$ cat config.mk
export PLATFORM = sky130hd
export DESIGN_NAME = cps_sequencer
export DESIGN_NICKNAME = d
export VERILOG_FILES = /design/src/include/cps_pkg.sv /design/src/design/cps_debounce.sv /design/src/design/cps_sequencer.sv
export VERILOG_INCLUDE_DIRS = /design/src /design/src/include
export SDC_FILE = /design/constraint.sdc
export NUM_CORES = 1
export LEC_CHECK = 0
export BUFFER_PORTS_ARGS = -buffer_cell sky130_fd_sc_hd__buf_2
export CAP_MARGIN = 20
export CORE_MARGIN = 2
export CORE_UTILIZATION = 44
export CTS_CLUSTER_SIZE = 8
export DETAILED_ROUTE_END_ITERATION = 10
export MAX_ROUTING_LAYER = met4
export PLACE_DENSITY = 0.63
export SKIP_LAST_GASP = 1
export SYNTH_ARGS = -nofsm -noshare
export SYNTH_HDL_FRONTEND = slang
export SYNTH_SLANG_ARGS = --single-unit
$ cat constraint.sdc
create_clock -name core_clk_in -period 4.8 [get_ports core_clk_in]
set_clock_uncertainty 0.2 [all_clocks]
set_input_delay 0.96 -clock core_clk_in [delete_from_list [all_inputs] [get_ports core_clk_in]]
set_output_delay 0.96 -clock core_clk_in [all_outputs]
set_load 0.03 [all_outputs]
$ cat src/include/cps_regs.svh
// Timing and count constants for the converter protection sequencer.
`ifndef CPS_REGS_SVH
`define CPS_REGS_SVH

`define CPS_CLK_PERIOD_PS     4000
`define CPS_US_CYCLES         (1000000 / `CPS_CLK_PERIOD_PS)
`define CPS_FSW_KHZ           120
`define CPS_FMIN_KHZ          15
`define CPS_SKIP_MAX          (`CPS_FSW_KHZ / `CPS_FMIN_KHZ)
`define CPS_SKIP_FLOOR_MS     200
`define CPS_SKIP_FLOOR_US     (`CPS_SKIP_FLOOR_MS * 1000)
`define CPS_RESTART_MS        1000
`define CPS_RESTART_US        (`CPS_RESTART_MS * 1000)
`define CPS_OVL_TRIP_MS       50
`define CPS_OVL_COUNT         (`CPS_OVL_TRIP_MS * `CPS_FSW_KHZ)
`define CPS_DMAX_TRIP_CYCLES  10
`define CPS_SS_MS             8
`define CPS_SS_STEPS          8
`define CPS_SS_STEP_US        (`CPS_SS_MS * 1000 / `CPS_SS_STEPS)
`define CPS_SHUTDOWN_DEB_MS   10
`define CPS_SHUTDOWN_DEB_US   (`CPS_SHUTDOWN_DEB_MS * 1000)
`define CPS_WAKE_DEB_US       20
`define CPS_TON_MIN_NS        400
`define CPS_TON_MIN_CYC       ((`CPS_TON_MIN_NS * 1000 + `CPS_CLK_PERIOD_PS - 1) / `CPS_CLK_PERIOD_PS)

`endif

$ cat src/include/cps_pkg.sv
// Types shared by the converter protection sequencer.
package cps_pkg;

	typedef enum logic [1:0] {
		CPS_RUN     = 2'b00,
		CPS_RESTART = 2'b01,
		CPS_IDLE    = 2'b10
	} cps_state_type;

	typedef struct packed {
		logic idle;
		logic restarting;
		logic light_load;
		logic skip_floor;
	} cps_status_type;

	typedef struct packed {
		logic overcurrent_comparator;
		logic pwm;
		logic max_duty;
	} cps_end_type;

endpackage : cps_pkg

$ cat src/design/cps_debounce.sv
// Pin synchroniser and hold-time debouncer for an active-low request pin.
`timescale 1ns/100ps
`include "cps_regs.svh"

module cps_debounce #(
	parameter logic [13:0] HOLD_US = 14'h0014
) (
	// Clock and reset.
	input  wire logic core_clk_in,
	input  wire logic reset_in,
	// Pin and time base.
	input  wire logic pin_n_in,
	input  wire logic us_tick_in,
	input  wire logic clear_in,
	// Result.
	output logic      held_out
);

	logic        sync1_r;
	logic        sync2_r;
	logic        sync3_r;
	logic        low_r;
	logic [13:0] count_r;
	wire         agree = (sync2_r == sync3_r);
	wire         past  = (count_r > HOLD_US);

	always_ff @(posedge core_clk_in or posedge reset_in) begin
		if (reset_in) begin
			sync1_r <= 1'b1;
			sync2_r <= 1'b1;
			sync3_r <= 1'b1;
		end else begin
			sync1_r <= pin_n_in;
			sync2_r <= sync1_r;
			sync3_r <= sync2_r;
		end
	end

	always_ff @(posedge core_clk_in or posedge reset_in) begin
		if (reset_in)
			low_r <= 1'b0;
		else if (agree)
			low_r <= ~sync3_r;
	end

	// Any release longer than one clock restarts the count, so the hold must be continuous.
	always_ff @(posedge core_clk_in or posedge reset_in) begin
		if (reset_in)
			count_r <= 14'h0000;
		else if (clear_in || !low_r)
			count_r <= 14'h0000;
		else if (us_tick_in && !past)
			count_r <= count_r + 14'h0001;
	end

	always_ff @(posedge core_clk_in or posedge reset_in) begin
		if (reset_in)
			held_out <= 1'b0;
		else
			held_out <= past && low_r && !clear_in;
	end

endmodule : cps_debounce

$ cat src/design/cps_sequencer.sv
// Cycle-level control and protection sequencer of the off-line converter.
// Notes on behaviour
// - Early current limit skips next cycle, floor-bounded.
// - Clean cycle restores one skipped cycle.
// - Skip floor held too long stops, restarts.
// - Low compensation: demand-driven skipping.
// - Idle: no switching, everything but wake off.
// - Enter idle after shutdown low 10 ms.
// - Leave idle after wake low 20 us.
// - Power-up always starts in normal mode.
// - Overcurrent comparator ends on-time at limit.
// - Overcurrent cycles count up; end-of-count trips.
// - Trip: wait restart interval, soft start.
// - Other cycles count down, floor zero.
// - Restart interval runs to completion unless shutdown is held.
// - Ten consecutive max-duty cycles stop switching.
// - Max-duty trip: restart interval, soft start.
// - Soft start raises limit in eight steps.
`timescale 1ns/100ps
`include "cps_regs.svh"

module cps_sequencer import cps_pkg::*; #(
	parameter logic [19:0] RESTART_US     = 20'(`CPS_RESTART_US),
	parameter logic [19:0] SKIP_FLOOR_US  = 20'(`CPS_SKIP_FLOOR_US),
	parameter logic [12:0] OVL_COUNT      = 13'(`CPS_OVL_COUNT),
	parameter logic [13:0] SHUTDOWN_DEB_US = 14'(`CPS_SHUTDOWN_DEB_US),
	parameter logic [13:0] WAKE_DEB_US    = 14'(`CPS_WAKE_DEB_US),
	parameter logic [9:0]  SS_STEP_US     = 10'(`CPS_SS_STEP_US)
) (
	// Clock and reset.
	input  wire logic     core_clk_in,
	input  wire logic     reset_in,
	// Oscillator and comparators.
	input  wire logic     cycle_tick_in,
	input  wire cps_end_type end_in,
	input  wire logic     comp_low_in,
	input  wire logic     pfm_demand_in,
	// Active-low request pins.
	input  wire logic     shutdown_n_in,
	input  wire logic     wake_n_in,
	// Power stage and status.
	output logic          gate_out,
	output logic [3:0]    peak_limit_step_out,
	output cps_status_type status_out,
	output logic          power_down_out
);

	localparam logic [7:0] US_LAST   = 8'(`CPS_US_CYCLES - 1);
	localparam logic [3:0] SKIP_MAX  = 4'(`CPS_SKIP_MAX);
	localparam logic [7:0] TON_MIN   = 8'(`CPS_TON_MIN_CYC);
	localparam logic [3:0] DMAX_LAST = 4'(`CPS_DMAX_TRIP_CYCLES - 1);
	localparam logic [3:0] SS_TOP    = 4'(`CPS_SS_STEPS);

	cps_state_type state_r;
	cps_state_type state_nxt;
	cps_status_type status_nxt;
	logic [7:0]  us_cnt_r;
	logic        us_tick_r;
	logic [3:0]  skip_div_r;
	logic [3:0]  tick_cnt_r;
	logic        gate_r;
	logic [7:0]  on_cnt_r;
	logic        early_r;
	logic [12:0] ovl_cnt_r;
	logic [3:0]  dmax_cnt_r;
	logic [19:0] timer_r;
	logic [19:0] floor_us_r;
	logic [9:0]  ss_us_r;
	logic [3:0]  ss_step_r;
	logic        light_r;
	logic        shut_held;
	logic        wake_held;

	wire run          = (state_r == CPS_RUN);
	wire min_on_done  = (on_cnt_r == TON_MIN);
	wire end_ocp      = gate_r && min_on_done && (end_in.overcurrent_comparator || early_r);
	wire end_pwm      = gate_r && min_on_done && end_in.pwm && !end_ocp;
	wire end_dmax     = gate_r && end_in.max_duty && !end_ocp && !end_pwm;
	wire cycle_end    = end_ocp || end_pwm || end_dmax;
	wire ovl_trip     = end_ocp && (ovl_cnt_r == OVL_COUNT - 13'h0001);
	wire dmax_trip    = end_dmax && (dmax_cnt_r == DMAX_LAST);
	wire floor_trip   = (floor_us_r == SKIP_FLOOR_US);
	wire trip         = run && (ovl_trip || dmax_trip || floor_trip);
	wire timer_done   = (timer_r == RESTART_US);
	wire enter_run    = (state_nxt == CPS_RUN) && !run;
	wire skip_ok      = (tick_cnt_r >= skip_div_r - 4'h1);
	wire demand_ok    = !light_r || pfm_demand_in;
	wire fire         = run && (state_nxt == CPS_RUN) && cycle_tick_in && !gate_r
	                    && skip_ok && demand_ok;

	// Shutdown is watched outside idle and held clear in idle; wake is watched in idle and held clear elsewhere.
	cps_debounce #(.HOLD_US(SHUTDOWN_DEB_US)) u_shutdown_deb (
		.core_clk_in (core_clk_in),
		.reset_in    (reset_in),
		.pin_n_in    (shutdown_n_in),
		.us_tick_in  (us_tick_r),
		.clear_in    (state_r == CPS_IDLE),
		.held_out    (shut_held)
	);

	cps_debounce #(.HOLD_US(WAKE_DEB_US)) u_wake_deb (
		.core_clk_in (core_clk_in),
		.reset_in    (reset_in),
		.pin_n_in    (wake_n_in),
		.us_tick_in  (us_tick_r),
		.clear_in    (state_r != CPS_IDLE),
		.held_out    (wake_held)
	);

	always_comb begin
		state_nxt = state_r;
		unique case (state_r)
			CPS_RUN: begin
				if (shut_held)
					state_nxt = CPS_IDLE;
				else if (trip)
					state_nxt = CPS_RESTART;
			end
			CPS_RESTART: begin
				if (shut_held)
					state_nxt = CPS_IDLE;
				else if (timer_done)
					state_nxt = CPS_RUN;
			end
			CPS_IDLE: begin
				if (wake_held)
					state_nxt = CPS_RUN;
			end
			default: state_nxt = CPS_RUN;
		endcase
	end

	assign status_nxt = '{idle:       state_nxt == CPS_IDLE,
	                      restarting: state_nxt == CPS_RESTART,
	                      light_load: light_r,
	                      skip_floor: skip_div_r == SKIP_MAX};

	// Reset lands in normal mode, so a power loss forgets any idle request.
	always_ff @(posedge core_clk_in or posedge reset_in) begin
		if (reset_in)
			state_r <= CPS_RUN;
		else
			state_r <= state_nxt;
	end

	// The microsecond base runs from the core clock, never from the skipped cycles.
	always_ff @(posedge core_clk_in or posedge reset_in) begin
		if (reset_in) begin
			us_cnt_r  <= 8'h00;
			us_tick_r <= 1'b0;
		end else begin
			us_cnt_r  <= (us_cnt_r == US_LAST) ? 8'h00 : us_cnt_r + 8'h01;
			us_tick_r <= (us_cnt_r == US_LAST);
		end
	end

	always_ff @(posedge core_clk_in or posedge reset_in) begin
		if (reset_in)
			skip_div_r <= 4'h1;
		else if (!run)
			skip_div_r <= 4'h1;
		else if (cycle_end && early_r && skip_div_r != SKIP_MAX)
			skip_div_r <= skip_div_r + 4'h1;
		else if (cycle_end && !early_r && skip_div_r != 4'h1)
			skip_div_r <= skip_div_r - 4'h1;
	end

	always_ff @(posedge core_clk_in or posedge reset_in) begin
		if (reset_in)
			tick_cnt_r <= 4'h0;
		else if (!run || fire)
			tick_cnt_r <= 4'h0;
		else if (cycle_tick_in && tick_cnt_r != 4'hF)
			tick_cnt_r <= tick_cnt_r + 4'h1;
	end

	// Only a max-duty end can open the switch before the minimum on-time, so an early current hit is held.
	always_ff @(posedge core_clk_in or posedge reset_in) begin
		if (reset_in) begin
			gate_r   <= 1'b0;
			on_cnt_r <= 8'h00;
			early_r  <= 1'b0;
		end else if (!run || state_nxt != CPS_RUN) begin
			gate_r   <= 1'b0;
			on_cnt_r <= 8'h00;
			early_r  <= 1'b0;
		end else if (fire) begin
			gate_r   <= 1'b1;
			on_cnt_r <= 8'h00;
			early_r  <= 1'b0;
		end else if (gate_r) begin
			gate_r   <= !cycle_end;
			on_cnt_r <= min_on_done ? on_cnt_r : on_cnt_r + 8'h01;
			early_r  <= early_r || (end_in.overcurrent_comparator && !min_on_done);
		end
	end

	always_ff @(posedge core_clk_in or posedge reset_in) begin
		if (reset_in)
			ovl_cnt_r <= 13'h0000;
		else if (!run || trip)
			ovl_cnt_r <= 13'h0000;
		else if (end_ocp)
			ovl_cnt_r <= ovl_cnt_r + 13'h0001;
		else if (cycle_end && ovl_cnt_r != 13'h0000)
			ovl_cnt_r <= ovl_cnt_r - 13'h0001;
	end

	always_ff @(posedge core_clk_in or posedge reset_in) begin
		if (reset_in)
			dmax_cnt_r <= 4'h0;
		else if (!run || trip || end_ocp || end_pwm)
			dmax_cnt_r <= 4'h0;
		else if (end_dmax)
			dmax_cnt_r <= dmax_cnt_r + 4'h1;
	end

	always_ff @(posedge core_clk_in or posedge reset_in) begin
		if (reset_in)
			floor_us_r <= 20'h00000;
		else if (!run || skip_div_r != SKIP_MAX || trip)
			floor_us_r <= 20'h00000;
		else if (us_tick_r)
			floor_us_r <= floor_us_r + 20'h00001;
	end

	// The restart wait ignores the fault inputs entirely once started.
	always_ff @(posedge core_clk_in or posedge reset_in) begin
		if (reset_in)
			timer_r <= 20'h00000;
		else if (state_r != CPS_RESTART)
			timer_r <= 20'h00000;
		else if (us_tick_r && !timer_done)
			timer_r <= timer_r + 20'h00001;
	end

	always_ff @(posedge core_clk_in or posedge reset_in) begin
		if (reset_in) begin
			ss_us_r   <= 10'h000;
			ss_step_r <= 4'h0;
		end else if (enter_run || !run) begin
			ss_us_r   <= 10'h000;
			ss_step_r <= 4'h0;
		end else if (us_tick_r && ss_step_r != SS_TOP) begin
			ss_us_r   <= (ss_us_r == SS_STEP_US - 10'h001) ? 10'h000 : ss_us_r + 10'h001;
			ss_step_r <= (ss_us_r == SS_STEP_US - 10'h001) ? ss_step_r + 4'h1 : ss_step_r;
		end
	end

	always_ff @(posedge core_clk_in or posedge reset_in) begin
		if (reset_in) begin
			light_r        <= 1'b0;
			status_out     <= '0;
			power_down_out <= 1'b0;
		end else begin
			light_r        <= run && comp_low_in;
			status_out     <= status_nxt;
			power_down_out <= (state_nxt == CPS_IDLE);
		end
	end

	assign gate_out            = gate_r;
	assign peak_limit_step_out = ss_step_r;

	a_idle_no_gate: assert property (@(posedge core_clk_in) disable iff (reset_in)
		(state_r == CPS_IDLE) |-> (!gate_out && power_down_out))
		else $error("gate active or powered while idle");
	a_skip_up: assert property (@(posedge core_clk_in) disable iff (reset_in)
		(run && state_nxt == CPS_RUN && cycle_end && early_r && skip_div_r < SKIP_MAX)
		|=> (skip_div_r == $past(skip_div_r) + 4'h1))
		else $error("skip ratio did not rise after early limit");
	a_skip_down: assert property (@(posedge core_clk_in) disable iff (reset_in)
		(run && state_nxt == CPS_RUN && cycle_end && !early_r && skip_div_r > 4'h1)
		|=> (skip_div_r == $past(skip_div_r) - 4'h1))
		else $error("skip ratio did not fall after clean cycle");
	a_skip_range: assert property (@(posedge core_clk_in) disable iff (reset_in)
		(skip_div_r >= 4'h1) && (skip_div_r <= SKIP_MAX))
		else $error("skip ratio out of range");
	a_ocp_ends: assert property (@(posedge core_clk_in) disable iff (reset_in)
		(gate_r && min_on_done && end_in.overcurrent_comparator) |=> !gate_r)
		else $error("gate stayed on after current limit");
	a_ovl_trip: assert property (@(posedge core_clk_in) disable iff (reset_in)
		(run && !shut_held && end_ocp && ovl_cnt_r == OVL_COUNT - 13'h0001)
		|=> (state_r == CPS_RESTART))
		else $error("overload end-of-count did not trip");
	a_ovl_down: assert property (@(posedge core_clk_in) disable iff (reset_in)
		(run && !trip && state_nxt == CPS_RUN && end_pwm && ovl_cnt_r != 13'h0000)
		|=> (ovl_cnt_r == $past(ovl_cnt_r) - 13'h0001))
		else $error("overload count did not fall");
	a_dmax_trip: assert property (@(posedge core_clk_in) disable iff (reset_in)
		(run && !shut_held && end_dmax && dmax_cnt_r == DMAX_LAST) |=> (state_r == CPS_RESTART))
		else $error("tenth max-duty cycle did not trip");
	a_dmax_clear: assert property (@(posedge core_clk_in) disable iff (reset_in)
		end_pwm |=> (dmax_cnt_r == 4'h0))
		else $error("max-duty count not cleared");
	a_restart_hold: assert property (@(posedge core_clk_in) disable iff (reset_in)
		(state_r == CPS_RESTART && !timer_done && !shut_held) |=> (state_r == CPS_RESTART))
		else $error("restart left before interval expired");
	a_soft_start: assert property (@(posedge core_clk_in) disable iff (reset_in)
		(!run ##1 run) |-> (ss_step_r == 4'h0))
		else $error("soft start did not begin at zero");
	a_wake_exit: assert property (@(posedge core_clk_in) disable iff (reset_in)
		(state_r == CPS_IDLE && wake_held) |=> (state_r == CPS_RUN))
		else $error("wake request did not leave idle");

	c_overload_trip: cover property (@(posedge core_clk_in) disable iff (reset_in) run && ovl_trip);
	c_dmax_trip:     cover property (@(posedge core_clk_in) disable iff (reset_in) run && dmax_trip);
	c_enter_idle:    cover property (@(posedge core_clk_in) disable iff (reset_in)
		run ##1 state_r == CPS_IDLE);
	c_skip_floor:    cover property (@(posedge core_clk_in) disable iff (reset_in)
		skip_div_r == SKIP_MAX);

endmodule : cps_sequencer

Yosys cells after proc, flatten, opt, wreduce, memory -nomap -nowiden
Cells that the tools add are included.
{ "totals": {"reg_bits": 143, "in_bits": 10, "output_inout_bits": 10, "elab_cells": 193} }
{ "classes": {"n_addsub": 14, "magnitude_cmp": 3, "eq_ne": 22, "mux": 41, "bitwise": 2, "reduce_logical": 80} }
{ "op_table": {"columns": ["operator", "count"], "rows": [
  ["$mux 20", 4],
  ["$mux 14", 4],
  ["$add 20x1->20 const B", 2],
  ["$mux 4", 10],
  ["$mux 8", 5],
  ["$mux 13", 3],
  ["$logic_and 1x1->1", 32],
  ["$mux 10", 3],
  ["$add 14x1->14 const B", 2],
  ["$eq 20x18->1 const B", 1],
  ["$eq 20x20->1 const B", 1],
  ["$reduce_bool 2->1", 9],
  ["$logic_or 1x1->1", 17],
  ["$add 4x1->4 const B", 4],
  ["$add 8x1->8 const B", 2],
  ["$logic_not 1->1", 15],
  ["$gt 14x14->1 const B", 1],
  ["$gt 14x5->1 const B", 1],
  ["$add 13x1->13 const B", 1],
  ["$eq 13x13->1 const B", 1],
  ["$reduce_bool 13->1", 1],
  ["$sub 13x1->13 const B", 1],
  ["$ne 4x4->1 const B", 3],
  ["$add 10x1->10 const B", 1],
  ["20 further kinds", 38]
]} }

Logic depth before layout (Yosys ltp)
{ "depth": {"word_depth": 22, "mapped_depth": 12, "ltp_nobuf": 12} }

Hierarchy
From an unflattened synthesis, not the netlist that was laid out.
{ "hier_totals": {"hier_cells": 805, "area_unflattened_um2": 7807.5} }
{ "by_module_without_submodules": {"columns": ["mod", "instances", "cells_per_inst", "area_per_inst_um2", "seq_area_each_um2"], "rows": [
  ["cps_sequencer", 1, 647, 6024.5, 2628.8],
  ["cps_debounce at u_shutdown_deb", 1, 97, 1007.2, 479.2],
  ["cps_debounce at u_wake_deb", 1, 61, 775.7, 479.2]
]} }

Least setup slack after synthesis
OpenSTA, ideal clock, no wires.
{ "synth_path": {"path_type": "input to register", "start": "input port end_in[2] (netlist name)", "end": "register ovl_cnt_r[12]", "setup_ns": 0.125, "t_arrival_ns": 3.113, "t_required_ns": 4.475, "path_slack_ns": 1.363, "cell_stages": 10, "path_buffers": 0, "cell_sequence": "o21ai_0 -> or3_1 -> inv_2 -> fa_1 -> nand2b_1 -> a21o_1 -> a31o_2 -> a21oi_1 -> mux2i_1 -> mux2_2"} }
{ "synth_between": {"elab_chain_cells": 12, "elab_cells_between_ends": 19} }
{ "synth_lines": {"columns": ["item", "line", "rtl"], "rows": [
  ["start: declaration", "cps_sequencer.sv:35", "input wire cps_end_type end_in,"],
  ["$logic_or 1x1->1 *", "cps_sequencer.sv:76", "wire end_ocp = gate_r && min_on_done && (end_in.overcurrent_comparator || early_r);"],
  ["$logic_and 1x1->1 *", "cps_sequencer.sv:76", null],
  ["$logic_not 1->1", "cps_sequencer.sv:77, cps_sequencer.sv:78", null],
  ["$logic_and 1x1->1", "cps_sequencer.sv:77", "wire end_pwm = gate_r && min_on_done && end_in.pwm && !end_ocp;"],
  ["$logic_not 1->1", "cps_sequencer.sv:78", "wire end_dmax = gate_r && end_in.max_duty && !end_ocp && !end_pwm;"],
  ["$logic_and 1x1->1", "cps_sequencer.sv:78", null],
  ["$logic_and 1x1->1", "cps_sequencer.sv:81", "wire dmax_trip = end_dmax && (dmax_cnt_r == DMAX_LAST);"],
  ["$logic_or 1x1->1 (2 in series)", "cps_sequencer.sv:83", "wire trip = run && (ovl_trip || dmax_trip || floor_trip);"],
  ["$logic_and 1x1->1", "cps_sequencer.sv:83", null],
  ["$logic_or 1x1->1", "cps_sequencer.sv:201", "else if (!run || trip)"],
  ["$reduce_bool 3->1 (no line) / $mux 13 (equally long branches)", null, null],
  ["end signal: assignment", "cps_sequencer.sv:204", "ovl_cnt_r <= ovl_cnt_r + 13'h0001;"],
  ["end signal: assignment", "cps_sequencer.sv:206", "ovl_cnt_r <= ovl_cnt_r - 13'h0001;"],
  ["end: declaration", "cps_sequencer.sv:64", "logic [12:0] ovl_cnt_r;"]
]} }
Mark *: on every way between the ends. The rest lies on a longest branch, timed or not.
A chain may end at the register's enable or synchronous reset.

Final worst setup path
{ "layout_path": {"start": "register on_cnt_r[0]", "end": "register ovl_cnt_r[11]"} }
{ "layout_between": {"elab_chain_cells": 13, "elab_cells_between_ends": 21} }
{ "layout_lines": {"columns": ["item", "line", "rtl"], "rows": [
  ["start: declaration", "cps_sequencer.sv:62", "logic [7:0] on_cnt_r;"],
  ["start signal: assignment", "cps_sequencer.sv:193", "on_cnt_r <= min_on_done ? on_cnt_r : on_cnt_r + 8'h01;"],
  ["$eq 8x7->1 *", "cps_sequencer.sv:75", "wire min_on_done = (on_cnt_r == TON_MIN);"],
  ["$logic_and 1x1->1 *", "cps_sequencer.sv:76, cps_sequencer.sv:77", null],
  ["$logic_and 1x1->1", "cps_sequencer.sv:76", null],
  ["$logic_not 1->1", "cps_sequencer.sv:77, cps_sequencer.sv:78", null],
  ["$logic_and 1x1->1", "cps_sequencer.sv:77", null],
  ["$logic_not 1->1", "cps_sequencer.sv:78", null],
  ["$logic_and 1x1->1", "cps_sequencer.sv:78", null],
  ["$logic_and 1x1->1", "cps_sequencer.sv:81", null],
  ["$logic_or 1x1->1 (2 in series)", "cps_sequencer.sv:83", null],
  ["$logic_and 1x1->1", "cps_sequencer.sv:83", null],
  ["$logic_or 1x1->1", "cps_sequencer.sv:201", null],
  ["$reduce_bool 3->1 (no line) / $mux 13 (equally long branches)", null, null]
]} }
Marks and branches as above.

==> metrics.yaml <==
grt:
  top_usage_layer: "met2"
  grtUsageMet3_pct: 4.33
  grt_pass1_vias: 5608
  overflow: 0
  antenna_found_initial: 0
  grtUsageTotal_pct: 18.1
  met2_usage_pct: 27.7
  grt_pass1_wl_um: 26200
  grt_max_degree: 144
  grtUsageMet1_pct: 24.1
detailed_routing:
  drtPass1Iterations: 4
  via_count: 5819
  ant_nets: 0
  viasPerCell: 5.37
  drc: 0
  wirelength_um: 15100
  first_iter_violations: 276
  wire_per_inst_um: 13.9
placement:
  io_buffer_count: 19
  gp_congestion: 0.866
  dp_hpwl_um: 10000
synthesis:
  synth_area_mm2: 0.00770
  synth_cell_types: 66
  ys_top_cells_by_count: "dfrtp_1 (136), nor2_1 (119), nand2_1 (72)"
  avgSynthCellArea_um2: 9.35
  synth_top_area_share_pct: 44.2
  yosys.area.top_type: "dfrtp_1"
  ys_seq_elements: 143
  synth_edf_count: 0
  yosys.cell_count.top_type: "dfrtp_1"
  syn_inst: 824
  ys_seq_area_share_pct: 46.6
  syn-num-nets: 871
  async_flop_share_pct: 100
  yosys-top-cells-area: "dfrtp_1 (44%), ha_1 (5.8%), nor2_1 (5.8%)"
  ys.flop_type: "dfrtp_1"
  yosys_warnings: 0
setup_path:
  critical_path_class: "reg2reg"
  cp.arrival_ns: 3.85
  cp-start-kind: "register"
  end_kind: "register"
  required_ns: 4.93
  crit_fanout: 12
pwr:
  switchingPower_w: 0.000579
  peakVddDrop_mv: 0.310
  post-layout-total-power_w: 0.00268
  p_seq_share_pct: 45.9
  pwr-share-comb_pct: 2.7
  swShare_pct: 21.6
  p_int_w: 0.00210
  power_leakage_nw: 3.67
  power_density_mw_per_mm2: 310
  pwr-share-clk_pct: 51.5
floorplan:
  die_h_um: 136
  start_util_pct: 44.7
  pin_count: 20
  design.core.area_mm2: 0.0172
  rows: 48
  die_area_mm2: 0.0186
  die_w_um: 136
sta:
  setup_viol: 0
  fin_crit_ns: 3.72
  worst_slew_pin_slew_ns: 0.859
  drv_slew: 0
  worst_hold_slack_ns: 0.155
  setup_tns_ns: 0
  fmax_mhz: 269
  rsz0062_at_grt: "no"
  fin_crit_sh_pct: 77.5
  relSlewSlack_pct: 42.5
  hold_viol: 0
clocking:
  cts_resized: 0
  cts_num_sinks: 143
  clk_latency_ns: 0.42
  numCtsBuffers: 17
  clock_path_buffers: 2
  cts_tree: "yes"
  post-cts-setup-buffers: 0
  cts.reportedPaths.clkPinSlew_ns: 0.06
  cts_max_level: 4
  clock-root-buffer: "clkbuf_16"
  hold_buffers: 0
layout:
  syn_to_final_growth_pct: 12.3
  nets: 893
  diodes: 0
  drive_gt1_share_pct: 9.43
run:
  cap_violations: 0
min_path:
  hold_class: "reg2reg"
outcome:
  outcome: "completed"
-- metal layers --
layer	up-vias	routed length, um
met2	71	6830
met4	0	184
met5	-	0
met3	17	472
li1	2950	-
met1	2781	7570
-- cells by family after synthesis --
group                      count (synthesis)  synth area share, %
and+or+nand+nor                          373                 24.0
DFF                                      143                 46.6
muxes                                      6                0.812
xor gates and xnor gates                  68                 7.73
buffers and inverters                     49                 2.65
adders and majority gates                 37                 6.11
AOI/OAI and AO/OA                        148                 12.2
-- critical path, cell delays in order (launching register included) --
cell and delay, ns:
dfrtp_1 0.39, inv_1 0.10, ha_1 0.16, nand4b_1 0.19
or3_1 0.65, ha_1 0.40, a211oi_1 0.38, o21ai_0 0.22
a2111oi_0 0.55, o211ai_1 0.17, a31oi_1 0.21
-- placed cells by master (no fill, tap or decap), drive strengths merged, types with 22 or more instances in the layout --
| cell | netlist | routed |
|---|---|---|
| nor2 | 119 | 119 |
| xnor2 | 25 | 25 |
| a21oi | 44 | 44 |
| ha | 36 | 36 |
| dfrtp | 136 | 136 |
| buf | 5 | 22 |
| xor2 | 43 | 43 |
| inv | 30 | 30 |
| nand3 | 50 | 50 |
| nand2 | 72 | 72 |
| o21ai | 37 | 37 |
-- path summary, 6_finish.rpt --
kind	startpoint	to	slack, ns	cells after the start
setup reg to reg	on_cnt_r[0]$_DFFE_PP0P_	ovl_cnt_r[11]$_DFFE_PP0P_	1.08	10
setup / recovery	on_cnt_r[0]$_DFFE_PP0P_	ovl_cnt_r[11]$_DFFE_PP0P_	1.08	10
hold reg to reg	u_wake_deb.sync1_r$_DFF_PP1_	u_wake_deb.sync2_r$_DFF_PP1_	0.15	0
hold / removal	u_wake_deb.sync1_r$_DFF_PP1_	u_wake_deb.sync2_r$_DFF_PP1_	0.15	0
min in group asynchronous	reset_in	u_shutdown_deb.count_r[7]$_DFFE_PP0P_	0.54	3
max in group asynchronous	reset_in	ovl_cnt_r[8]$_DFFE_PP0P_	3.27	3
-- power groups by stage --
stage / registers (W) / logic, W / clock network (W)
detailed placement: 0.00125 / 0.0000737 / 0
global route: 0.00123 / 0.0000832 / 0.00147
global placement: 0.00125 / 0.0000724 / 0
CTS: 0.00123 / 0.0000740 / 0.00141
finish: 0.00123 / 0.0000712 / 0.00138
floorplan: 0.00125 / 0.0000555 / 0
-- per-stage QoR --
step | setup WS, ns | cells | utilization (%) | cell area (um^2)
2_1_floorplan | 1.36 | 824 | - | 7710
3_3_place_gp | 0.970 | 1052 | 46.6 | 8030
6_report | 1.08 | 1084 | 50.2 | 8650
4_1_cts | 1.11 | 1084 | 50.2 | 8650
5_1_grt | 0.740 | 1084 | 50.2 | 8650
3_5_place_dp | 0.895 | 1052 | 46.6 | 8030
-- sequential cells by signal, summed over array words and instances, names as in the netlist, 2 cells and up --
register / flops
dmax_cnt_r: 4
tick_cnt_r: 4
us_cnt_r: 8
skip_div_r: 4
status_out: 3
timer_r: 20
state_r: 2
peak_limit_step_out: 4
floor_us_r: 20
on_cnt_r: 8
u_shutdown_deb.count_r: 14
ovl_cnt_r: 13
ss_us_r: 10
u_wake_deb.count_r: 14
-- layout make-up --
class / instances / area, um^2
Inverter: 30 / 116
Clock buffer: 20 / 467
Multi-Input combinational cell: 632 / 3910
Tap cell: 225 / 282
Sequential cell: 143 / 3590
Clock inverter: 12 / 158
Timing Repair Buffer: 22 / 130
Fill cell: 1561 / 8580
No activity file was read; power rests on OpenSTA's default activity.
